==> src/hw/fspc_pkg.sv <==
package fspc_pkg;
    // ==========================================
    // register map
    localparam logic [3:0] CSR_ADDR  = 4'h0;
    localparam logic [7:0] CSR_RESET = 8'h00;

    // ==========================================
    // control and status bit positions
    localparam int BIT_IRQ_EN  = 7;
    localparam int BIT_BUSY    = 6;
    localparam int BIT_SECT_RE = 4;
    localparam int BIT_LOCK_RD = 3;
    localparam int BIT_PG_WR   = 2;
    localparam int BIT_PG_ER   = 1;
    localparam int BIT_SPE     = 0;

    // ==========================================
    // accepted lower five bit patterns
    localparam logic [4:0] PAT_LOAD   = 5'h01;
    localparam logic [4:0] PAT_ERASE  = 5'h03;
    localparam logic [4:0] PAT_WRITE  = 5'h05;
    localparam logic [4:0] PAT_LOCKRD = 5'h09;
    localparam logic [4:0] PAT_CLRBUF = 5'h11;

    // ==========================================
    // arming windows, counted down from ARM_CYCLES
    localparam logic [2:0] ARM_CYCLES = 3'h4;
    localparam logic [2:0] LOAD_WIN   = 3'h2;

    // ==========================================
    // pointer codes for fuse and lock reads
    localparam logic [1:0] PTR_FUSE_LOW  = 2'h0;
    localparam logic [1:0] PTR_LOCK      = 2'h1;
    localparam logic [1:0] PTR_FUSE_EXT  = 2'h2;
    localparam logic [1:0] PTR_FUSE_HIGH = 2'h3;
    localparam logic [5:0] LOCK_UNUSED   = 6'h3f;

    // ==========================================
    // flash operation timing
    localparam real CLK_HZ        = 100.0e6;
    localparam real OP_MIN_MS     = 3.7;
    localparam real OP_MAX_MS     = 4.5;
    localparam int  OP_MIN_CYCLES = int'($ceil(OP_MIN_MS * 1.0e-3 * CLK_HZ));
    localparam int  OP_MAX_CYCLES = int'($floor(OP_MAX_MS * 1.0e-3 * CLK_HZ));

    typedef enum logic [1:0] {
        OP_IDLE,
        OP_STREAM,
        OP_WAIT
    } fspc_op_e;
endpackage

==> src/hw/fspc_page_buf.sv <==
`timescale 1ns/1ps
module fspc_page_buf #(
    parameter int WORDS = 32,
    parameter int IW    = 5,
    parameter int DW    = 16
) (
    input  wire logic          clk_i,
    input  wire logic          clear_i,
    input  wire logic          wr_en_i,
    input  wire logic [IW-1:0] wr_idx_i,
    input  wire logic [DW-1:0] wr_data_i,
    input  wire logic [IW-1:0] rd_idx_i,
    output logic      [DW-1:0] rd_data_o
);
    typedef struct packed {
        logic [WORDS-1:0][DW-1:0] mem;
    } fspc_buf_s;

    fspc_buf_s s_r;
    fspc_buf_s s_nxt;

    // ==========================================
    // per-entry update; erased words read all ones like blank flash
    always_comb begin
        s_nxt = s_r;
        for (int i = 0; i < WORDS; i++) begin
            if (clear_i) begin
                s_nxt.mem[i] = '1;
            end else if (wr_en_i && wr_idx_i == IW'(i)) begin
                s_nxt.mem[i] = wr_data_i;
            end
        end
    end

    always_ff @(posedge clk_i) begin
        s_r <= s_nxt;
    end

    assign rd_data_o = s_r.mem[rd_idx_i];
endmodule

==> src/hw/fspc_flash_self_prog.sv <==
// Added by the designer: the Wishbone slave port and the register offsets.
`timescale 1ns/1ps
// What this block does
// RULE1: ready irq while enable clear, gated
// RULE2: section busy bit always reads zero
// RULE3: section read enable clears page buffer
// RULE4: armed lock read returns lock/fuse bits
// RULE5: armed page write programs buffer to page
// RULE6: page write bit clears at end/timeout
// RULE7: armed page erase erases pointer page
// RULE8: page erase bit clears at end/timeout
// RULE9: cpu stalled for whole erase/write
// RULE10: enable arms store for four cycles
// RULE11: plain enable stores pair into buffer
// RULE12: enable clears on store/timeout, held during op
// RULE13: only five patterns take effect
// RULE14: eeprom write blocks programming and fuse reads
// RULE15: software checks eeprom busy first
// RULE16: lock bits at pointer one, low two bits
// RULE17: lock read bits clear after use/timeout
// RULE18: fuse low, extended, high by pointer
// RULE19: programmed bits read zero, else one
// RULE20: low pointer bits word, high bits page
// RULE21: software uses same page for erase/write
// RULE22: flash operation survives reset
// RULE23: buffer erased after write, reset, eeprom; reset and eeprom clear it only while no flash op runs
// RULE24: operation lasts 3.7 to 4.5 ms
// RULE25: operation length is a parameter
// RULE26: unarmed load returns program byte
module fspc_flash_self_prog
    import fspc_pkg::*;
#(
    parameter int         PAGE_WORDS = 32,
    parameter int         OP_CYCLES  = OP_MIN_CYCLES,
    parameter logic [7:0] FUSE_LOW   = 8'hff,
    parameter logic [7:0] FUSE_HIGH  = 8'hff,
    parameter logic [7:0] FUSE_EXT   = 8'hff,
    parameter logic [1:0] LOCK_BITS  = 2'h3
) (
    input  wire logic        clk_i,
    input  wire logic        rst_i,
    input  wire logic        wb_cyc_i,
    input  wire logic        wb_stb_i,
    input  wire logic        wb_we_i,
    input  wire logic [3:0]  wb_adr_i,
    input  wire logic [3:0]  wb_sel_i,
    input  wire logic [31:0] wb_dat_i,
    output logic      [31:0] wb_dat_o,
    output logic             wb_ack_o,
    input  wire logic        store_instr_i,
    input  wire logic        load_instr_i,
    input  wire logic [15:0] pointer_i,
    input  wire logic [15:0] data_pair_i,
    input  wire logic        eeprom_write_busy_i,
    input  wire logic        global_irq_flag_i,
    input  wire logic [15:0] prog_word_i,
    output logic      [14:0] prog_addr_o,
    output logic      [7:0]  load_data_o,
    output logic             load_valid_o,
    output logic             cpu_stall_o,
    output logic             irq_o,
    output logic             flash_erase_o,
    output logic             flash_wr_o,
    output logic      [14:0] flash_addr_o,
    output logic      [15:0] flash_wdata_o
);
    localparam int WB = $clog2(PAGE_WORDS);
    localparam int PB = 15 - WB;
    localparam int TW = $clog2(OP_CYCLES + 1);

    typedef struct packed {
        logic [7:0]    ctrl;
        logic [2:0]    arm_cnt;
        fspc_op_e      op;
        logic [TW-1:0] timer;
        logic          is_write;
        logic [PB-1:0] page;
        logic [WB-1:0] idx;
        logic          ld_pend;
        logic          ld_special;
        logic          ld_hi;
        logic [7:0]    ld_fixed;
        logic [14:0]   prog_addr;
        logic [7:0]    ld_data;
        logic          ld_valid;
        logic          ack;
        logic [31:0]   dat;
        logic          stall;
        logic          irq;
        logic          f_erase;
        logic          f_wr;
        logic [14:0]   f_addr;
        logic [15:0]   f_wdata;
    } fspc_state_s;

    fspc_state_s   s_r;
    fspc_state_s   s_nxt;
    logic          buf_clr;
    logic          buf_wr;
    logic [15:0]   buf_rd;
    logic          acc_erase;
    logic          acc_write;
    logic          lock_win;
    logic          bus_req;
    logic          csr_wr;
    logic [4:0]    wr_pat;
    logic          pat_ok;

    // ==========================================
    // temporary page buffer
    fspc_page_buf #(
        .WORDS (PAGE_WORDS),
        .IW    (WB),
        .DW    (16)
    ) u_buf (
        .clk_i     (clk_i),
        .clear_i   (buf_clr),
        .wr_en_i   (buf_wr),
        .wr_idx_i  (pointer_i[WB:1]),
        .wr_data_i (data_pair_i),
        .rd_idx_i  (s_r.idx),
        .rd_data_o (buf_rd)
    );

    // ==========================================
    // next state
    always_comb begin
        s_nxt     = s_r;
        buf_clr   = 1'b0;
        buf_wr    = 1'b0;
        acc_erase = 1'b0;
        acc_write = 1'b0;
        bus_req   = wb_cyc_i && wb_stb_i && !s_r.ack;
        wr_pat    = wb_dat_i[4:0];
        pat_ok    = wr_pat == PAT_LOAD || wr_pat == PAT_ERASE || wr_pat == PAT_WRITE
                    || wr_pat == PAT_LOCKRD || wr_pat == PAT_CLRBUF; // see RULE13
        csr_wr    = bus_req && wb_we_i && wb_sel_i[0] && wb_adr_i == CSR_ADDR;
        lock_win  = s_r.ctrl[BIT_LOCK_RD] && s_r.ctrl[BIT_SPE]
                    && s_r.arm_cnt >= LOAD_WIN;

        // bus answers one cycle after the request, unmapped reads zero
        s_nxt.ack = bus_req;
        s_nxt.dat = 32'h0;
        if (bus_req && wb_adr_i == CSR_ADDR) begin
            s_nxt.dat[7:0] = {s_r.ctrl[BIT_IRQ_EN], 2'b00, s_r.ctrl[4:0]}; // see RULE2
        end

        s_nxt.f_erase  = 1'b0;
        s_nxt.f_wr     = 1'b0;
        s_nxt.ld_valid = 1'b0;

        // arming window runs down; lapse drops the command bits
        if (s_r.op == OP_IDLE && s_r.arm_cnt != 3'h0) begin
            s_nxt.arm_cnt = s_r.arm_cnt - 3'h1;
            // a lock read lapses one cycle sooner than the store window
            if (s_r.arm_cnt == 3'h1
                    || (s_r.arm_cnt == LOAD_WIN && s_r.ctrl[BIT_LOCK_RD])) begin
                s_nxt.ctrl[4:0] = 5'h00; // see RULE6 RULE8 RULE10 RULE12 RULE17
            end
        end

        // store instruction while armed
        if (store_instr_i && s_r.op == OP_IDLE && s_r.arm_cnt != 3'h0
                && !eeprom_write_busy_i) begin // see RULE14
            case (s_r.ctrl[4:0])
                PAT_LOAD: begin
                    buf_wr = 1'b1; // see RULE11
                    s_nxt.ctrl[4:0] = 5'h00;
                    s_nxt.arm_cnt   = 3'h0;
                end
                PAT_ERASE: begin
                    acc_erase      = 1'b1; // see RULE7
                    // a store on the last armed edge must not lose the bits to the lapse
                    s_nxt.ctrl[4:0] = s_r.ctrl[4:0]; // see RULE12
                    s_nxt.op       = OP_WAIT;
                    s_nxt.is_write = 1'b0;
                    s_nxt.page     = pointer_i[15:WB+1]; // see RULE20
                    s_nxt.timer    = TW'(OP_CYCLES); // see RULE24 RULE25
                    s_nxt.f_erase  = 1'b1;
                    s_nxt.f_addr   = {pointer_i[15:WB+1], WB'(0)};
                end
                PAT_WRITE: begin
                    acc_write      = 1'b1; // see RULE5
                    s_nxt.ctrl[4:0] = s_r.ctrl[4:0]; // see RULE12
                    s_nxt.op       = OP_STREAM;
                    s_nxt.is_write = 1'b1;
                    s_nxt.page     = pointer_i[15:WB+1];
                    s_nxt.idx      = WB'(0);
                    s_nxt.timer    = TW'(OP_CYCLES);
                end
                default: begin
                    // lock writes are not supported; the store just completes
                    s_nxt.ctrl[4:0] = 5'h00;
                    s_nxt.arm_cnt   = 3'h0;
                end
            endcase
        end

        // flash operation in progress; cpu held until it ends
        if (s_r.op != OP_IDLE) begin
            s_nxt.timer = s_r.timer - TW'(1);
            if (s_r.op == OP_STREAM) begin
                s_nxt.f_wr    = 1'b1;
                s_nxt.f_addr  = {s_r.page, s_r.idx};
                s_nxt.f_wdata = buf_rd;
                s_nxt.idx     = s_r.idx + WB'(1);
                if (s_r.idx == WB'(PAGE_WORDS - 1)) begin
                    s_nxt.op = OP_WAIT;
                end
            end
            if (s_r.timer == TW'(1)) begin
                s_nxt.op        = OP_IDLE;
                s_nxt.ctrl[4:0] = 5'h00; // see RULE6 RULE8 RULE12
                s_nxt.arm_cnt   = 3'h0;
                buf_clr         = s_r.is_write; // see RULE23
            end
        end
        s_nxt.stall = s_nxt.op != OP_IDLE; // see RULE9

        // load instruction: fuse and lock read when armed
        s_nxt.ld_pend = 1'b0;
        if (load_instr_i) begin
            s_nxt.ld_pend    = 1'b1;
            s_nxt.prog_addr  = pointer_i[15:1];
            s_nxt.ld_hi      = pointer_i[0];
            s_nxt.ld_special = lock_win;
            s_nxt.ld_fixed   = 8'hff; // blocked reads show all ones
            if (lock_win) begin
                if (!eeprom_write_busy_i) begin // see RULE14
                    case (pointer_i[1:0]) // see RULE4 RULE18 RULE19
                        PTR_FUSE_LOW:  s_nxt.ld_fixed = FUSE_LOW;
                        PTR_LOCK:      s_nxt.ld_fixed = {LOCK_UNUSED, LOCK_BITS}; // see RULE16
                        PTR_FUSE_EXT:  s_nxt.ld_fixed = FUSE_EXT;
                        PTR_FUSE_HIGH: s_nxt.ld_fixed = FUSE_HIGH;
                        default:       s_nxt.ld_fixed = 8'hff;
                    endcase
                end
                s_nxt.ctrl[4:0] = 5'h00; // see RULE17
                s_nxt.arm_cnt   = 3'h0;
            end
        end
        if (s_r.ld_pend) begin
            s_nxt.ld_valid = 1'b1;
            if (s_r.ld_special) begin
                s_nxt.ld_data = s_r.ld_fixed;
            end else begin
                s_nxt.ld_data = s_r.ld_hi ? prog_word_i[15:8] : prog_word_i[7:0]; // see RULE26
            end
        end

        // software write; refused while an eeprom write or a flash op runs
        if (csr_wr && s_r.op == OP_IDLE && !eeprom_write_busy_i) begin
            s_nxt.ctrl[BIT_IRQ_EN] = wb_dat_i[BIT_IRQ_EN];
            if (pat_ok) begin // see RULE13
                s_nxt.ctrl[4:0] = wr_pat;
                s_nxt.arm_cnt   = ARM_CYCLES; // see RULE10
                if (wr_pat == PAT_CLRBUF) begin
                    buf_clr = 1'b1; // see RULE3
                end
            end
        end

        // eeprom write discards loaded words
        if (eeprom_write_busy_i && s_r.op == OP_IDLE) begin
            buf_clr = 1'b1; // see RULE23
        end

        s_nxt.irq = s_nxt.ctrl[BIT_IRQ_EN] && global_irq_flag_i
                    && !s_nxt.ctrl[BIT_SPE]; // see RULE1

        // reset leaves a running flash operation to finish;
        // an unknown state at power-up falls into the idle branch
        if (rst_i) begin
            s_nxt.ctrl       = CSR_RESET;
            s_nxt.arm_cnt    = 3'h0;
            s_nxt.ld_pend    = 1'b0;
            s_nxt.ld_special = 1'b0;
            s_nxt.ld_hi      = 1'b0;
            s_nxt.ld_fixed   = 8'h00;
            s_nxt.prog_addr  = 15'h0000;
            s_nxt.ld_data    = 8'h00;
            s_nxt.ld_valid   = 1'b0;
            s_nxt.ack        = 1'b0;
            s_nxt.dat        = 32'h0;
            s_nxt.irq        = 1'b0;
            if (s_r.op != OP_IDLE) begin
                s_nxt.ctrl[4:0] = s_r.ctrl[4:0]; // see RULE22
            end else begin
                buf_clr        = 1'b1; // see RULE23
                s_nxt.op       = OP_IDLE;
                s_nxt.timer    = TW'(0);
                s_nxt.is_write = 1'b0;
                s_nxt.page     = PB'(0);
                s_nxt.idx      = WB'(0);
                s_nxt.stall    = 1'b0;
                s_nxt.f_erase  = 1'b0;
                s_nxt.f_wr     = 1'b0;
                s_nxt.f_addr   = 15'h0000;
                s_nxt.f_wdata  = 16'h0000;
            end
        end
    end

    always_ff @(posedge clk_i) begin
        s_r <= s_nxt;
    end

    assign wb_dat_o      = s_r.dat;
    assign wb_ack_o      = s_r.ack;
    assign prog_addr_o   = s_r.prog_addr;
    assign load_data_o   = s_r.ld_data;
    assign load_valid_o  = s_r.ld_valid;
    assign cpu_stall_o   = s_r.stall;
    assign irq_o         = s_r.irq;
    assign flash_erase_o = s_r.f_erase;
    assign flash_wr_o    = s_r.f_wr;
    assign flash_addr_o  = s_r.f_addr;
    assign flash_wdata_o = s_r.f_wdata;

    // ==========================================
    // checks
    chk_busy_reads_zero: assert property (@(posedge clk_i) disable iff (rst_i) // see RULE2
        wb_ack_o |-> !wb_dat_o[BIT_BUSY])
        else $error("section busy bit read as one");

    chk_irq_gate: assert property (@(posedge clk_i) disable iff (rst_i) // see RULE1
        s_r.ctrl[BIT_SPE] |-> !irq_o)
        else $error("ready irq raised while enable set");

    chk_arm_lapse: assert property (@(posedge clk_i) disable iff (rst_i) // see RULE10
        (s_r.arm_cnt == ARM_CYCLES && s_r.op == OP_IDLE && !store_instr_i
         && !load_instr_i && !csr_wr) ##1 (!store_instr_i && !load_instr_i && !csr_wr)[*3]
        |=> !s_r.ctrl[BIT_SPE])
        else $error("enable bit did not lapse after four cycles");

    chk_stall_hold: assert property (@(posedge clk_i) disable iff (rst_i) // see RULE9
        (acc_erase || acc_write) |=> cpu_stall_o [*4])
        else $error("cpu not stalled during flash operation");

    chk_spe_during_op: assert property (@(posedge clk_i) disable iff (rst_i) // see RULE12
        s_r.op != OP_IDLE |-> s_r.ctrl[BIT_SPE])
        else $error("enable bit fell during flash operation");

    chk_erase_page: assert property (@(posedge clk_i) disable iff (rst_i) // see RULE7
        acc_erase |=> flash_erase_o && flash_addr_o[14:WB] == $past(pointer_i[15:WB+1]))
        else $error("erase went to wrong page");

    chk_write_start: assert property (@(posedge clk_i) disable iff (rst_i) // see RULE5
        acc_write |=> ##1 flash_wr_o && flash_addr_o[WB-1:0] == WB'(0))
        else $error("page write did not start at word zero");

    chk_lock_read: assert property (@(posedge clk_i) disable iff (rst_i) // see RULE16
        (load_instr_i && lock_win && pointer_i[1:0] == PTR_LOCK && !eeprom_write_busy_i)
        |=> ##1 load_valid_o && load_data_o == {LOCK_UNUSED, LOCK_BITS})
        else $error("lock bits not returned");

    chk_eeprom_block: assert property (@(posedge clk_i) disable iff (rst_i) // see RULE14
        (s_r.op == OP_IDLE && eeprom_write_busy_i) |=> s_r.op == OP_IDLE)
        else $error("flash op started during eeprom write");
endmodule

==> config.mk <==
export PLATFORM = sky130hd
export DESIGN_NAME = fspc_flash_self_prog
export DESIGN_NICKNAME = d
export VERILOG_FILES = /design/src/hw/fspc_pkg.sv /design/src/hw/fspc_page_buf.sv /design/src/hw/fspc_flash_self_prog.sv
export SDC_FILE = /design/constraint.sdc
export NUM_CORES = 2
export LEC_CHECK = 0
export ABC_AREA = 1
export BUFFER_PORTS_ARGS = -buffer_cell sky130_fd_sc_hd__buf_2
export CAP_MARGIN = 0
export CORE_UTILIZATION = 36
export DETAILED_ROUTE_END_ITERATION = 10
export PLACE_DENSITY = 0.49
export RECOVER_POWER = 100
export SYNTH_ARGS = -nofsm -noshare
export SYNTH_HDL_FRONTEND = slang
export SYNTH_SLANG_ARGS = --single-unit
==> constraint.sdc <==
create_clock -name clk_i -period 3.8 [get_ports clk_i]
set_clock_uncertainty 0.1 [all_clocks]
set_input_delay 0.38 -clock clk_i [delete_from_list [all_inputs] [get_ports clk_i]]
set_output_delay 0.38 -clock clk_i [all_outputs]
set_load 0.05 [all_outputs]
=== Yosys cells after proc, flatten, opt, wreduce, memory -nomap -nowiden ===
Cells that the tools add are included.

* Bits in registers: 661
* Latch bits: 0
* Memory bits (writable): 0
* Bits in read-only memories: 0
* Input bits: 97
* Output and inout port bits: 92
* Logic and storage cells: 228
* Memories: 0

* $add $sub $neg: 3
* Multipliers: 0
* Divide/modulo/power cells: 0
* $lt $le $gt $ge: 2
* Equality and inequality tests: 48
* Shifts and indexed selects: 0
* Mux-type cells: 49
* Bitwise gates (word level): 1
* Reduce and logical (&&, ||, !) cells: 68

{| class="wikitable"
|+ Operators with widths
! cell !! count
|-
| $mux W148 || 1
|-
| $eq A5 B5 Y1 const B || 18
|-
| $mux W8 || 11
|-
| $bmux W16 S5 || 1
|-
| $mux W32 || 2
|-
| $pmux W32 S2 || 1
|-
| $logic_and A1 B1 Y1 || 50
|-
| $eq A5 B4 Y1 const B || 9
|-
| $mux W45 || 1
|-
| $mux W37 || 1
|-
| $mux W33 || 1
|-
| $eq A5 B3 Y1 const B || 6
|-
| $mux W15 || 2
|-
| $mux W5 || 6
|-
| $mux W29 || 1
|-
| $mux W26 || 1
|-
| $eq A5 B2 Y1 const B || 4
|-
| $eq A19 B1 Y1 const B || 1
|-
| $sub A19 B1 Y19 const B || 1
|-
| $mux W16 || 1
|-
| $eq A5 B1 Y1 const B || 3
|-
| $mux W1 || 14
|-
| $mux W10 || 1
|-
| $mux W9 || 1
|-
| other kinds (21) || 33
|}

=== Logic depth before layout (Yosys ltp) ===
* Depth in word-level cells: 18
* Depth in mapped cells: 14
* Gate-level depth less buffers: 12

=== Modules after synthesis ===
From an unflattened synthesis, not the netlist that was laid out.

* Cells, all modules: 3,816
* Area total of the unflattened synthesis: 28,402.2 sq um

{| class="wikitable"
|+ Modules (own cells, without submodules)
! module !! times used !! cells an instance !! area an instance (sq um) !! sequential area each (sq um)
|-
| fspc_page_buf || 1 || 3,052 || 22,663.0 || 10,249.8
|-
| fspc_flash_self_prog || 1 || 764 || 5,739.3 || 2,372.3
|}

=== Worst setup path after synthesis ===
No wires, ideal clock.

* Kind: register to register
* Start point: register s_r[140] (netlist bit)
* End point: register u_buf.s_r[117] (netlist bit)
* Arrival time: 1,868 ps
* Required time: 3,552 ps
* Path slack: 1,684 ps
* Cell stages (with the launch flop): 13
* Buffers on the path: 2
* Cell sequence: dfxtp_1 > inv_1 > ha_1 > nand2_1 > nand2_2 > nor2_4 > inv_2 > nor3_4 > buf_12 > nand2_4 > buf_4 > nand2_1 > o211ai_2

* Word-level cells in the longest chain between the ends: 5

{| class="wikitable"
|+ RTL lines
! item !! line !! RTL
|-
| start: declaration || fspc_flash_self_prog.sv:96 || <nowiki>fspc_state_s s_r;</nowiki>
|-
| start signal: assignment || fspc_flash_self_prog.sv:305 || <nowiki>s_r <= s_nxt;</nowiki>
|-
| $reduce_bool A3 Y1 || fspc_flash_self_prog.sv:163 || <nowiki>if (store_instr_i && s_r.op == OP_IDLE && s_r.arm_cnt != 3'h0</nowiki>
|-
| $logic_and A1 B1 Y1 || fspc_flash_self_prog.sv:163 ||
|-
| $logic_and A1 B1 Y1 || fspc_flash_self_prog.sv:164 || <nowiki>&& !eeprom_write_busy_i) begin</nowiki>
|-
| $mux W1 || fspc_flash_self_prog.sv:163 ||
|-
| $logic_and A1 B1 Y1 || fspc_page_buf.sv:29 || <nowiki>end else if (wr_en_i && wr_idx_i == IW'(i)) begin</nowiki>
|-
| end signal: assignment || fspc_page_buf.sv:36 || <nowiki>s_r <= s_nxt;</nowiki>
|-
| end: declaration || fspc_page_buf.sv:19 || <nowiki>fspc_buf_s s_r;</nowiki>
|}

No other way between the ends.
A chain may end at the register's enable or synchronous reset.

==> results.md <==
* Setup-failing EPs final at 0
* Largest fanout on the critical path at 34
* Share of cells above drive strength 1 at 0.0709
* Multi-input logic area at ~13000 um^2
* Critical path arrival at ~3.5 ns
* Reg clk slew, reported paths at around 0.060 ns
* Reg2Reg Depth at 10
* Worst Setup End Kind: flop
* Critical path endpoint: flash_wdata_o[14]$_DFF_P_
* Syn. warnings at 0
* NumNets Final at around 4000
* Grt ovf at 0
* Netlist cell types at 41
* Syn Inst Count at 4037
* Std-Cell Rows at between 100 and 150
* IO buf count at between 100 and 150
* Syn avg cell area at ~7.4 um^2
* Setup crit start: s_r[104]$_DFF_P_
* LEAKAGE at ~0.018 uW
* Syn Std Cell Area at 29800 um^2
* DR vias at 25600
* Post-CTS Resized at 0
* Post-layout min period at 3.05 ns
* PD cells at ~440 nW/um^2
* Antenna Violating Nets Remaining at 0
* Final WL at 91400 um
* Tightest Pin Transition at approximately 1.4 ns
* Core area at 82000 um^2
* R2r endpoint: flash_wdata_o[14]$_DFF_P_
* Min-Delay Path Class: primary input to flop
* Reg2Reg Launch Point: s_r[104]$_DFF_P_
* Initial DRC count at about 2000
* Critical Path Start Type: flop
* CP Class: flop to flop
* Slew HR at 0.0947
* Clk sinks at roughly 630
* Initial antenna violation count at 1
* DR DRC count at 0
* Die Wd at between 200 and 300 um
* Drt pass-1 iters at 6
* Initial Utilization at 0.363
* Main synth FF type: dfxtp_1
* Final Slew Violations at 0
* CTS root buf: clkbuf_16
* Worst skew pair latency at roughly 0.62 ns
* Clock buffer depth at 3
* VDD IR max at 0.310 mV
* CTS tree: yes
* Register area at 12600 um^2
* Die footprint at 83900 um^2
* DR vias/cell at around 5
* RSZ-0062 raised after global routing: no
* Die Y at approximately 290 um
* GPL Wtd Cong at between 0.7 and 0.8
* CTS Buf Count at 74
* H-tree depth at 3
* Post-CTS Setup Inserts at 0
* Vias in the first global route at 24100
* # IOs at 189
* Sequential area share after synthesis at 0.424
* Commonest non-fill, non-tap cells in the layout: nand2_1 (1355), dfxtp_1 (620), o211ai_1 (531), nand3_1 (315), inv_1 (311)
* CP Data Required Time at 4.26 ns
* Post-route cell area at approximately 32000 um^2
* Total negative slack at 0 ns
* First-pass GRT wire length at 143000 um
* ANT cells at 0
* Max cap viols at 0
* EDFF count, synth at 5
* Post-synth top area share at 0.419
* Largest net degree at the start of global routing at about 160
* P&R area growth vs syn at 8.16%
* Top cells by area, synth: dfxtp_1 (42%), nand2_1 (17%), o211ai_1 (13%)
* Commonest non-fill, non-tap cell in the layout: nand2_1
* FF-to-FF setup slack at approximately 0.75 ns
* DP Area at a little under 30000 um^2
* GRT Total Usage at 0.218
* Crit share post-route at 0.801
* DP Wirelength at about 52000 um
* Status: finished clean
* DR WL/cell at approximately 18 um
* Seq cells post-synth at 628
* Fraction of registers with async set or reset after synthesis at 0
* Largest area contributor in the synthesized netlist: dfxtp_1
* Fill count at between 8000 and 9000
* Count of final hold-check violations at 0
* Fmax at about 0.33 GHz
## area by class of cell
cell class | count | share of cell area
Clock buffer | 113 | 0.0683
Clock inverter | 14 | 0.00412
Inverter | 319 | 0.0375
Multi-Input combinational cell | 2690 | 0.409
Sequential cell | 628 | 0.392
Tap cell | 1070 | 0.0416
Timing Repair Buffer | 225 | 0.0471
## cell usage after synthesis (70+ instances only)
master	instances
buf_4	88
clkbuf_1	140
a21oi_1	70
dfxtp_1	623
nand2_1	1354
o211ai_1	506
nand3_1	315
o21ai_0	89
buf_6	89
nor2_1	198
inv_1	311
buf_2	77
## how the worst min path moves through the flow
stage                        startpoint                          end  cells past startpoint  slack [ns]
floorplan           s_r[150]$_SDFF_PP0_       wb_dat_o[7]$_SDFF_PP0_                      2        0.30
global placement    s_r[150]$_SDFF_PP0_       wb_dat_o[7]$_SDFF_PP0_                      2        0.32
detailed placement  s_r[150]$_SDFF_PP0_       wb_dat_o[7]$_SDFF_PP0_                      2        0.33
CTS                      prog_word_i[9]  load_data_o[1]$_SDFFE_PP0P_                      5       0.006
global route                wb_dat_i[1]       s_r[144]$_SDFFCE_PP0P_                      3        0.04
finish                   prog_word_i[9]  load_data_o[1]$_SDFFE_PP0P_                      5        0.05
## cells by family after synthesis
family | share of synthesized area
AOI/OAI and AO/OA | 0.170
adders and majority gates | 0.00336
DFF | 0.424
muxes | 0.000378
buffers and inverters | 0.132
and+or+nand+nor | 0.269
xor gates and xnor gates | 0.000883
other | 0.000126
## what timing repair did
action | CTS | global route
setup endpoints to repair | 0 | 0
hold buffers | 28 | 0
hold endpoints to repair | 36 | 0
## layer usage
metal  vias up  wire (um)  GRT usage
met5         -          0          0
met4         0       1860     0.0573
met3       112       3950     0.0262
met2       519      41700      0.356
met1     12000      43900      0.303
li1      13000          -          -
## critical path, stage by stage, from the launching register on
cell      delay, ns
dfxtp_1        0.37
inv_2          0.69
clkbuf_2       0.77
nand3_1        0.23
nand3_1        0.13
nand3_1        0.12
nand2_1        0.24
nand2_1        0.08
nand3_1        0.08
nand2_1        0.05
inv_1          0.08
## sequential cells by signal, indices dropped and copies added (netlist names)
signal and cells:
cpu_stall_o 1, flash_addr_o 15, flash_erase_o 1, flash_wdata_o 16, flash_wr_o 1, irq_o 1, load_data_o 8, load_valid_o 1
prog_addr_o 15, s_r 50, u_buf.s_r 512, wb_ack_o 1, wb_dat_o 6
## where the power goes
group / leakage, uW / switching (uW) / internal [uW] / total, uW
clock: 0.00115 / 2890 / 4050 / 6940
combinational: 0.0115 / 491 / 153 / 645
sequential: 0.00511 / 20.0 / 6620 / 6640
## metrics by stage
stage               power [uW]  std cells  hold WS (ns)  setup WS, ns  utilization
finish                   14200       5059        0.0452         0.755        0.393
floorplan                 7270       4062         0.304          1.68            -
detailed placement        7420       4904         0.326         0.977        0.364
CTS                      14400       5059       0.00557          1.11        0.396
global placement          7420       4904         0.317          1.00        0.364
global route             14700       5059        0.0445         0.458        0.393
Note: power is estimated with default switching activity, not from simulation.
